--- src/core/apd_defs.svh ---
`ifndef APD_DEFS_SVH
`define APD_DEFS_SVH

////////////////////////////////////////////////////////////////////////////////
// register byte offsets on the apb port
`define APD_OFF_STRENGTH 8'h00
`define APD_OFF_CTRL_A 8'h04
`define APD_OFF_CTRL_B 8'h08
`define APD_OFF_SAMPLE_LO 8'h0c
`define APD_OFF_SAMPLE_HI 8'h10

////////////////////////////////////////////////////////////////////////////////
// reset values
`define APD_STRENGTH_RST 8'h04
`define APD_CTRL_A_RST 8'h00
`define APD_CTRL_B_RST 8'h00
`define APD_SAMPLE_RST 8'h00

// implemented bits; the rest read as zero
`define APD_STRENGTH_MASK 8'h0f
`define APD_CTRL_A_MASK 8'hef
`define APD_CTRL_B_MASK 8'h8f

////////////////////////////////////////////////////////////////////////////////
// control a field positions
`define APD_CA_MODE 7
`define APD_CA_RES_HI 6
`define APD_CA_RES_LO 5
`define APD_CA_MUTE_N 3
`define APD_CA_PLL 2
`define APD_CA_DRV 1
`define APD_CA_EN 0

////////////////////////////////////////////////////////////////////////////////
// pwm timing and widths
`define APD_FIRST_SAMPLE 16'h8000
`define APD_TICK_DIV 1
`define APD_RES_BASE 5'd9
`define APD_SAMPLE_W 5'd16

`endif

--- src/core/apd_pkg.sv ---
`include "apd_defs.svh"

package apd_pkg;

    // engine state, one-hot
    typedef enum logic [1:0] {
        ENG_OFF = 2'b01,
        ENG_RUN = 2'b10
    } apd_eng_state_type;

    // output mode as held in control a
    typedef enum logic {
        MODE_NORMAL = 1'b0,
        MODE_GREEN = 1'b1
    } apd_mode_type;

    // last count of a pwm period for the selected bit count
    function automatic logic [11:0] apd_period_max(input logic [1:0] res);
        logic [4:0] bits;
        bits = `APD_RES_BASE + 5'(res);
        apd_period_max = 12'((13'h1 << bits) - 13'h1);
    endfunction

    // duty from the top of the sample; green mode folds the sign bit away
    function automatic logic [11:0] apd_duty(input logic [15:0] s, input logic [1:0] res,
                                             input logic green);
        logic [15:0] v;
        logic [4:0] sh;
        v = green ? {(s[15] ? s[14:0] : ~s[14:0]), 1'b0} : s;
        sh = `APD_SAMPLE_W - `APD_RES_BASE - 5'(res);
        apd_duty = 12'(v >> sh);
    endfunction

endpackage

--- src/core/apd_pwm_if.sv ---
`timescale 1ns/1ps

// settings and waveforms between register file and pwm engine
interface apd_pwm_if;
    logic green;
    logic [1:0] res;
    logic enable;
    logic mute_n;
    logic [15:0] sample;
    logic pwm_a;
    logic pwm_b;

    modport ctrl (output green, output res, output enable, output mute_n, output sample,
                  input pwm_a, input pwm_b);
    modport core (input green, input res, input enable, input mute_n, input sample,
                  output pwm_a, output pwm_b);
endinterface

--- src/core/apd_pwm_engine.sv ---
`timescale 1ns/1ps
`include "apd_defs.svh"

module apd_pwm_engine #(
    parameter int DIV = `APD_TICK_DIV
) (
    input wire logic clock,
    input wire logic rstn,
    apd_pwm_if.core bus
);
    localparam int DW = (DIV > 1) ? $clog2(DIV) : 1;

    if (DIV < 1) begin : g_bad_div
        $error("apd_pwm_engine: DIV must be at least 1");
    end

    apd_pkg::apd_eng_state_type state, next_state;
    logic [DW-1:0] div_cnt, next_div_cnt;
    logic [11:0] cnt, next_cnt;
    logic [15:0] cur_sample, next_cur_sample;
    logic pwm_a, next_pwm_a;
    logic pwm_b, next_pwm_b;
    logic tick;
    logic [11:0] duty;
    logic [11:0] pmax;
    logic on;
    logic active;

    ////////////////////////////////////////////////////////////////////////////
    // period counter and sample pick-up; a new sample only lands at a period
    // boundary so a write from software never cuts a pulse short
    always_comb begin
        tick = (div_cnt == DW'(DIV - 1));
        pmax = apd_pkg::apd_period_max(bus.res);
        next_state = state;
        next_div_cnt = tick ? '0 : DW'(div_cnt + 1'b1);
        next_cnt = cnt;
        next_cur_sample = cur_sample;
        unique case (state)
            apd_pkg::ENG_OFF: begin
                if (bus.enable) begin
                    next_state = apd_pkg::ENG_RUN;
                    next_cnt = '0;
                    next_div_cnt = '0;
                    next_cur_sample = `APD_FIRST_SAMPLE;
                end
            end
            apd_pkg::ENG_RUN: begin
                if (!bus.enable) begin
                    next_state = apd_pkg::ENG_OFF;
                end else if (tick) begin
                    // >= so a narrower resolution chosen mid-period still wraps
                    if (cnt >= pmax) begin
                        next_cnt = '0;
                        next_cur_sample = bus.sample;
                    end else begin
                        next_cnt = cnt + 12'h001;
                    end
                end
            end
            default: begin
                next_state = apd_pkg::ENG_OFF;
            end
        endcase
    end

    // waveform: normal drives the pins as a pair, green drives one pin per sign
    always_comb begin
        duty = apd_pkg::apd_duty(cur_sample, bus.res, bus.green);
        on = (cnt < duty);
        active = (state == apd_pkg::ENG_RUN) && bus.enable && bus.mute_n;
        if (bus.green) begin
            next_pwm_a = active && cur_sample[15] && on;
            next_pwm_b = active && !cur_sample[15] && on;
        end else begin
            next_pwm_a = active && on;
            next_pwm_b = active && !on;
        end
    end

    always_ff @(posedge clock or negedge rstn) begin
        if (!rstn) begin
            state <= apd_pkg::ENG_OFF;
            div_cnt <= '0;
            cnt <= 12'h000;
            cur_sample <= 16'h0000;
            pwm_a <= 1'b0;
            pwm_b <= 1'b0;
        end else begin
            state <= next_state;
            div_cnt <= next_div_cnt;
            cnt <= next_cnt;
            cur_sample <= next_cur_sample;
            pwm_a <= next_pwm_a;
            pwm_b <= next_pwm_b;
        end
    end

    assign bus.pwm_a = pwm_a;
    assign bus.pwm_b = pwm_b;
endmodule

--- src/core/apd_audio_pwm.sv ---
`timescale 1ns/1ps
`include "apd_defs.svh"

// Notes on behaviour
// - up to 13 bits green, 12 normal
// - sample register pair drives both speaker pins
// - four-bit code picks sixteen drive levels
// - resolution code selects 9 to 12 bits
// - effective bits taken from sample top
// - green mode adds one sign bit
// - unimplemented strength and control bits read zero
// - driver disabled floats both speaker pins
// - first value after enable is 8000h
module apd_audio_pwm #(
    parameter int DIV = `APD_TICK_DIV
) (
    input wire logic clock,
    input wire logic rstn,
    input wire logic psel,
    input wire logic penable,
    input wire logic pwrite,
    input wire logic [7:0] paddr,
    input wire logic [31:0] pwdata,
    output logic [31:0] prdata,
    output logic pready,
    output logic pslverr,
    output logic speaker_out_a,
    output logic speaker_out_a_oe,
    output logic speaker_out_b,
    output logic speaker_out_b_oe,
    output logic [3:0] strength_code
);
    if (DIV < 1) begin : g_bad_div
        $error("apd_audio_pwm: DIV must be at least 1");
    end

    ////////////////////////////////////////////////////////////////////////////
    // register storage
    logic [7:0] output_strength_level, next_output_strength_level;
    logic [7:0] audio_pwm_control_a, next_audio_pwm_control_a;
    logic [7:0] audio_pwm_control_b, next_audio_pwm_control_b;
    logic [7:0] sample_data_low, next_sample_data_low;
    logic [7:0] sample_data_high, next_sample_data_high;

    // apb answer
    logic [31:0] next_prdata;
    logic next_pready;
    logic next_pslverr;

    logic access;
    logic commit;
    logic hit;
    logic [7:0] rd_byte;

    apd_pwm_if pwm_bus();

    ////////////////////////////////////////////////////////////////////////////
    // address decode; unused offsets give zero and an error answer
    always_comb begin
        hit = 1'b1;
        rd_byte = 8'h00;
        unique case (paddr)
            `APD_OFF_STRENGTH: rd_byte = output_strength_level & `APD_STRENGTH_MASK;
            `APD_OFF_CTRL_A: rd_byte = audio_pwm_control_a & `APD_CTRL_A_MASK;
            `APD_OFF_CTRL_B: rd_byte = audio_pwm_control_b & `APD_CTRL_B_MASK;
            `APD_OFF_SAMPLE_LO: rd_byte = sample_data_low;
            `APD_OFF_SAMPLE_HI: rd_byte = sample_data_high;
            default: hit = 1'b0;
        endcase
    end

    // one wait state: pready rises on the second access cycle so the read
    // data can come from a flip-flop
    always_comb begin
        access = psel && penable && !pready;
        commit = psel && penable && pready;
        next_pready = access;
        next_prdata = 32'h0000_0000;
        next_pslverr = 1'b0;
        if (access) begin
            next_pslverr = !hit;
            if (!pwrite) begin
                next_prdata = {24'h00_0000, rd_byte};
            end
        end
    end

    always_ff @(posedge clock or negedge rstn) begin
        if (!rstn) begin
            prdata <= 32'h0000_0000;
            pready <= 1'b0;
            pslverr <= 1'b0;
        end else begin
            prdata <= next_prdata;
            pready <= next_pready;
            pslverr <= next_pslverr;
        end
    end

    ////////////////////////////////////////////////////////////////////////////
    // register writes take effect at the edge that completes the transfer;
    // reserved bits are never stored so they cannot leak back on a read
    always_comb begin
        next_output_strength_level = output_strength_level;
        next_audio_pwm_control_a = audio_pwm_control_a;
        next_audio_pwm_control_b = audio_pwm_control_b;
        next_sample_data_low = sample_data_low;
        next_sample_data_high = sample_data_high;
        if (commit && pwrite) begin
            unique case (paddr)
                `APD_OFF_STRENGTH: begin
                    next_output_strength_level = pwdata[7:0] & `APD_STRENGTH_MASK;
                end
                `APD_OFF_CTRL_A: begin
                    next_audio_pwm_control_a = pwdata[7:0] & `APD_CTRL_A_MASK;
                end
                `APD_OFF_CTRL_B: begin
                    // buffer flags are not modelled, only the writable bits
                    next_audio_pwm_control_b = pwdata[7:0] & `APD_CTRL_B_MASK;
                end
                `APD_OFF_SAMPLE_LO: begin
                    next_sample_data_low = pwdata[7:0];
                end
                `APD_OFF_SAMPLE_HI: begin
                    next_sample_data_high = pwdata[7:0];
                end
                default: begin
                    next_sample_data_high = sample_data_high;
                end
            endcase
        end
    end

    always_ff @(posedge clock or negedge rstn) begin
        if (!rstn) begin
            output_strength_level <= `APD_STRENGTH_RST;
            audio_pwm_control_a <= `APD_CTRL_A_RST;
            audio_pwm_control_b <= `APD_CTRL_B_RST;
            sample_data_low <= `APD_SAMPLE_RST;
            sample_data_high <= `APD_SAMPLE_RST;
        end else begin
            output_strength_level <= next_output_strength_level;
            audio_pwm_control_a <= next_audio_pwm_control_a;
            audio_pwm_control_b <= next_audio_pwm_control_b;
            sample_data_low <= next_sample_data_low;
            sample_data_high <= next_sample_data_high;
        end
    end

    ////////////////////////////////////////////////////////////////////////////
    // settings handed to the engine; the sample pair is read whole, so
    // software should write the low byte first and the high byte last
    assign pwm_bus.green = audio_pwm_control_a[`APD_CA_MODE];
    assign pwm_bus.res = audio_pwm_control_a[`APD_CA_RES_HI:`APD_CA_RES_LO];
    assign pwm_bus.enable = audio_pwm_control_a[`APD_CA_EN];
    assign pwm_bus.mute_n = audio_pwm_control_a[`APD_CA_MUTE_N];
    assign pwm_bus.sample = {sample_data_high, sample_data_low};

    apd_pwm_engine #(
        .DIV(DIV)
    ) u_engine (
        .clock(clock),
        .rstn(rstn),
        .bus(pwm_bus.core)
    );

    // pins come straight from engine and register flip-flops
    assign speaker_out_a = pwm_bus.pwm_a;
    assign speaker_out_b = pwm_bus.pwm_b;
    assign speaker_out_a_oe = audio_pwm_control_a[`APD_CA_DRV];
    assign speaker_out_b_oe = audio_pwm_control_a[`APD_CA_DRV];
    assign strength_code = output_strength_level[3:0];
endmodule

--- config.mk ---
export PLATFORM = sky130hd
export DESIGN_NAME = apd_audio_pwm
export DESIGN_NICKNAME = d
export VERILOG_FILES = /design/src/core/apd_pkg.sv /design/src/core/apd_pwm_if.sv /design/src/core/apd_pwm_engine.sv /design/src/core/apd_audio_pwm.sv
export VERILOG_INCLUDE_DIRS = /design/src /design/src/core
export SDC_FILE = /design/constraint.sdc
export NUM_CORES = 1
export LEC_CHECK = 0
export BUFFER_PORTS_ARGS = -buffer_cell sky130_fd_sc_hd__buf_4
export CORE_MARGIN = 4
export CORE_UTILIZATION = 35
export CTS_CLUSTER_DIAMETER = 80
export DETAILED_ROUTE_END_ITERATION = 10
export GPL_TIMING_DRIVEN = 0
export PLACE_DENSITY = 0.59
export SLEW_MARGIN = 20
export SYNTH_ARGS = -nofsm -noshare
export SYNTH_HDL_FRONTEND = slang
export SYNTH_SLANG_ARGS = --single-unit
--- constraint.sdc ---
create_clock -name clock -period 2.6 [get_ports clock]
set_input_delay 0.13 -clock clock [delete_from_list [all_inputs] [get_ports clock]]
set_output_delay 0.13 -clock clock [all_outputs]
set_load 0.03 [all_outputs]
---- Yosys cells after proc, flatten, opt, wreduce, memory -nomap -nowiden ----
Cells that the tools add are included.
storage, ports and cells
  output and inout bits ................... 42
  bits in writable memories ............... 0
  ROM bits ................................ 0
  register bits ........................... 99
  memories kept ........................... 0
  latch bits .............................. 0
operators by class
  $lt $le $gt $ge ......................... 2
  div/mod/pow operators ................... 0
  $add $sub $neg .......................... 5
  multiply operators ...................... 0
  shift-type cells ........................ 2
  equality and inequality tests ........... 11
  bitwise logic cells ..................... 1
  mux-type cells .......................... 25
  reductions and logical operators ........ 27
operators with widths
  cell                                                count
  two-way mux 16 bit                                  5
  two-way mux 12 bit                                  4
  one-hot mux 8 bit (5 select lines)                  1
  one-hot mux 16 bit (2 select lines)                 1
  one-hot mux 12 bit (2 select lines)                 1
  == test 8 x 4 -> 1 bit, second input constant       2
  two-way mux 8 bit                                   2
  right shift 16 x 5 -> 12 bit                        1
  two-way mux 15 bit                                  1
  inverter 15 bit                                     1
  adder 12 x 1 -> 12 bit, second input constant       1
  greater-or-equal comparator 12 bit                  1
  logical AND 1 bit                                   12
  < comparator 12 bit                                 1
  AND reduction 2 bit                                 6
  left shift 1 x 5 -> 12 bit, first input constant    1
  subtractor 12 x 1 -> 12 bit, second input constant  1
  == test 8 x 3 -> 1 bit, second input constant       1
  == test 8 x 5 -> 1 bit, second input constant       1
  zero test 8 bit                                     1
  != test 2 bit, second input constant                4
  two-way mux 1 bit                                   7
  adder 4 x 2 -> 5 bit, first input constant          1
  AND reduction 5 bit                                 1
  11 further kinds                                    15

---- Longest topological paths before layout ----
  word-level depth ........................ 8
  depth in mapped cells ................... 12
  gate-level depth less buffers ........... 11

---- Hierarchy ----
A second synthesis with hierarchy kept.
second synthesis, totals
  cells, all modules ...................... 423
  area total of the unflattened synthesis .. 4490.6 sq um
by module, submodules not included
  module          area each (sq um)  cells an instance  instances
  apd_pwm_engine  2354.8             254                1
  apd_audio_pwm   2135.8             169                1

---- Worst setup path before layout ----
Ideal clock, no wire load.
  path kind ............................... flip-flop to flip-flop
  start point ............................. register audio_pwm_control_a[5]
  end point ............................... register u_engine.pwm_b (netlist: u_engine.bus.pwm_b)
  arrival time ............................ 2480 ps
  required time ........................... 2472 ps
  buffers on the path ..................... 1
  slack ................................... -7 ps
  setup time .............................. 128 ps
  cell stages (with the launch flop) ...... 13
  cell sequence ........................... dfrtp_1 -> buf_2 -> mux2i_1 -> xor2_1 -> nand2_1 -> o21ai_0 -> mux2i_1 -> ha_1 -> a211oi_1 -> nor2_1 -> o31ai_1 -> o211ai_1 -> mux2_1
between the ends
  cells in the longest elaborated chain, start to end .. 6
  elaborated cells between the ends (all ways) .. 7
ends and longest elaborated chain
  what                                     RTL line              source
  start: declaration                       apd_audio_pwm.sv:40   logic [7:0] audio_pwm_control_a, next_audio_pwm_control_a;
  start signal: assignment                 apd_audio_pwm.sv:137  audio_pwm_control_a <= `APD_CTRL_A_RST;
  start signal: assignment                 apd_audio_pwm.sv:143  audio_pwm_control_a <= next_audio_pwm_control_a;
  subtractor 3 x 2 -> 4 bit (no line) (*)  -
  right shift 16 x 5 -> 12 bit (*)         apd_pkg.sv:31         apd_duty = 12'(v >> sh);
  < comparator 12 bit (*)                  apd_pwm_engine.sv:70  on = (cnt < duty);
  zero test 1 bit                          apd_pwm_engine.sv:77  next_pwm_b = active && !on;
  logical AND 1 bit                        apd_pwm_engine.sv:77
  two-way mux 1 bit (*)                    apd_pwm_engine.sv:72  if (bus.green) begin
  named net u_engine.next_pwm_b            apd_pwm_engine.sv:22  logic pwm_b, next_pwm_b;
  end signal: assignment                   apd_pwm_engine.sv:95  pwm_b <= next_pwm_b;
  end: declaration                         apd_pwm_engine.sv:22
Mark *: on every way through the listed nets, which the timed path passes. The rest lies on a longest branch.
A chain may end at the register's enable or synchronous reset.

---- Worst setup path in the final report ----
Same ends and word-level chain as after synthesis.

==> results.yml <==
cts:
  cts-htree-levels: 3
  clock_root_cell: "clkbuf_16"
  cts_tree: "yes"
  clkSinkCount: 71
  path_clk_slew_ns: 0.06
  worst_skew_pair.late_latency_ns: 0.34
  clk_path_buf_depth: 2
  numCtsBuffers: 9
synth:
  syn-mean-instance-area_um2: 9.992
  area_of_the_mapped_netlist_um2: 4267
  async_set_or_reset_flop_fraction_in_the_synthesized_netlist: 1.000
  synthTopCellsByArea: "dfrtp_1 40%, mux2_1 7.4%, mux2i_1 5.9%, ha_1 5.3%, buf_4 4.6%"
  ys_dominant_reg_cell: "dfrtp_1"
  synth_top_area_frac: 0.4047
  synth_cell_type_count: 58
  synth.yosys.seq_area_share: 0.4170
  syn-instance-count: 427
  synth.largest_area_cell: "dfrtp_1"
  ys_ff_latch: 71
  synth_enable_flop_cells: 0
  synth_warnings: 0
pwr:
  leakage_nw: 2.518
  power_mw: 3.336
  vdd_ir_drop_max_mv: 0.3114
  cellPowerDensity_nw_per_um2: 620.7
global_routing:
  grt_overflow: 0
  number_of_antenna_violations_at_the_first_check_in_global_routing: 0
  grt_pass1_wl_mm: 16.91
  grt_resource_usage_total: 0.1490
  grt_pass1_vias: 3463
  grt_max_degree: 72
finish:
  layout-area-overhead-vs-synth_pct: 25.98
  fillerInstances: 1151
  post_route_cells_drive_above_1_share: 0.2661
  insertedDiodeCount: 0
  mostFrequentLayoutCell: "buf_4"
  num-nets-final: 569
  final_util: 0.4494
  final_area_um2: 5375
  most-common-layout-cells: "73 x buf_4, 69 x dfrtp_1, 44 x nand2_1"
sta:
  fmax_ghz: 0.3616
  finalCriticalPeriod_ns: 2.766
  finalSetupViolCount: 2
  least_setup_slack_across_all_paths_after_layout_ns: -0.1658
  clock_skew_ns: 0.005224
  timing_worst_slew_pin_value_ns: 0.9116
  timing.setup.tns_ns: -0.2659
  drv_slew: 0
  grt_setup_unrepaired: "true"
  slew_headroom: 0.3923
  final.period_utilization: 1.064
  finalHoldViolations: 0
detailed_routing:
  remaining_drc_errors: 0
  drt_pass1_iterations: 4
  routed_wl_mm: 10.13
  first_iter_violations: 249
  num_vias: 3313
  wl_per_cell_um: 15.40
  postRouteAntennaNets: 0
  routed_via_density: 5.035
critical_path:
  crit_path_max_fanout: 4
  worstSetupStartpointType: "register"
  timing.critical_path.required_ns: 2.82
  worst_setup_path_end_kind: "register"
  timing_worst_setup_path_type: "register to register"
  critPathArrivalTime_ns: 2.98
  worst_reg_to_reg_path_cell_count: 12
placement:
  numPortBuffers: 38
  placedInstanceArea_um2: 4828
  hpwl_mm: 7.424
  routabilityCongestion: 0.8366
  dp_worst_setup_slack_ns: -0.4064
status:
  violations: "setup timing"
  outcome: "complete, but fails checks"
worst_hold_path:
  hold-path-cell-count: 2
  hold_path_class: "input pin to register"
floorplanning:
  placement_rows: 40
  initial_core_util: 0.3567
  design.portCount: 87
  chipWidth_um: 118.4
  design.die.area_um2: 14020
  coreArea_um2: 11960
  dieHeight_um: 118.4
flow_run:
  cap_viol_max_count: 0
==> worst paths after layout <==
path                            slack (ns)                 endpoint                   start
worst max-delay path                 -0.17       u_engine.bus.pwm_b  audio_pwm_control_a[5]
worst min-delay path                  0.02      sample_data_high[4]               pwdata[4]
worst max register to register       -0.17       u_engine.bus.pwm_b  audio_pwm_control_a[5]
worst min register to register        0.49       sample_data_low[0]      sample_data_low[0]
max in group asynchronous             1.55          u_engine.cnt[1]                    rstn
min in group asynchronous             0.46  u_engine.cur_sample[11]                    rstn
==> critical path: stages (launching register included) <==
cell and delay [ns]:
dfrtp_1 0.40, buf_4 0.18, mux2i_4 0.25, xor2_1 0.17
nand2_1 0.08, o21ai_2 0.10, mux2i_1 0.12, ha_1 0.32
a211oi_2 0.21, nor2_1 0.07, o31ai_1 0.25, o211ai_1 0.16
mux2_1 0.34
==> flip-flops by register name, summed over array words and instances (netlist names), 4 cells and up <==
| signal | count |
|---|---|
| sample_data_high | 8 |
| audio_pwm_control_a | 7 |
| output_strength_level | 4 |
| prdata | 8 |
| sample_data_low | 8 |
| u_engine.cnt | 12 |
| u_engine.cur_sample | 13 |
| audio_pwm_control_b | 5 |
==> layer usage <==
layer,wire length [um],global-route usage,part of all wire
met4,154,0.03983,0.015
met1,4512,0.1915,0.45
met5,0,0,0
met3,503,0.03445,0.050
met2,4963,0.2526,0.49
==> synth_stat cells (2+ instances only) <==
cell type,number
a211oi_1,2
a21o_1,3
a21oi_1,11
a22oi_1,5
a31oi_1,7
and2_1,4
and3_1,3
and4_1,3
buf_2,5
buf_4,26
clkbuf_1,15
dfrtp_1,69
dfstp_2,2
ha_1,18
inv_1,9
mux2_1,28
mux2_2,2
mux2_4,5
mux2i_1,25
nand2_1,45
nand2b_1,6
nand3_1,13
nand3b_1,4
nand4_1,4
nor2_1,19
nor2_4,2
nor2b_1,3
nor3_1,2
o211ai_1,3
o21ai_0,24
o21ai_1,17
o22ai_1,3
o311ai_1,4
o31ai_1,3
xnor2_1,4
xor2_1,7
==> layout make-up <==
cell class                 instances  area (um^2)  area share
timing repair buffer              47        355.3     0.06611
clock inverter                     7        111.4     0.02072
tap                              147        183.9     0.03422
multi-input combinational        324         2389      0.4444
inverter                           9        33.78    0.006285
clock buffer                       9        225.2     0.04190
buffer                            44        297.8     0.05540
sequential                        71         1779      0.3310
==> what timing repair did <==
item	in CTS	in global routing
hold endpoints to repair	69	0
setup buffers	5	2
cloned	1	0
pin swaps	4	1
resized for setup	35	10
endpoints found under the setup margin	26	19
hold buffers	1	0
==> kinds of logic (layout without fill, tap and decap cells) <==
logic type / count (synthesis) / count (layout) / share of synthesized area
simple gates: 119 / 119 / 0.1475
compound gates: 91 / 91 / 0.1302
flops: 71 / 71 / 0.4170
mux: 60 / 60 / 0.1554
buf+inv: 56 / 116 / 0.07360
fa+ha+maj: 18 / 18 / 0.05279
xor+xnor: 11 / 11 / 0.02258
other cells: 1 / 25 / 0.0008789
==> where the power goes <==
group | switching [mW] | total, mW | leakage [nW] | internal [mW]
clock | 0.527 | 1.39 | 0.166 | 0.865
sequential | 0.0987 | 1.26 | 0.974 | 1.16
combinational | 0.375 | 0.681 | 1.38 | 0.306
total | 1.00 | 3.34 | 2.52 | 2.34
==> metrics by stage <==
| step | hold WS, ns | instances |
|---|---|---|
| 4_1_cts | 0.01220 | 656 |
| 3_5_place_dp | 0.3291 | 636 |
| 5_1_grt | 0.01758 | 658 |
| 3_3_place_gp | 0.3276 | 636 |
| 2_1_floorplan | -0.1656 | 451 |
| 6_report | 0.01571 | 658 |
Power figures use the tool's default switching activity.
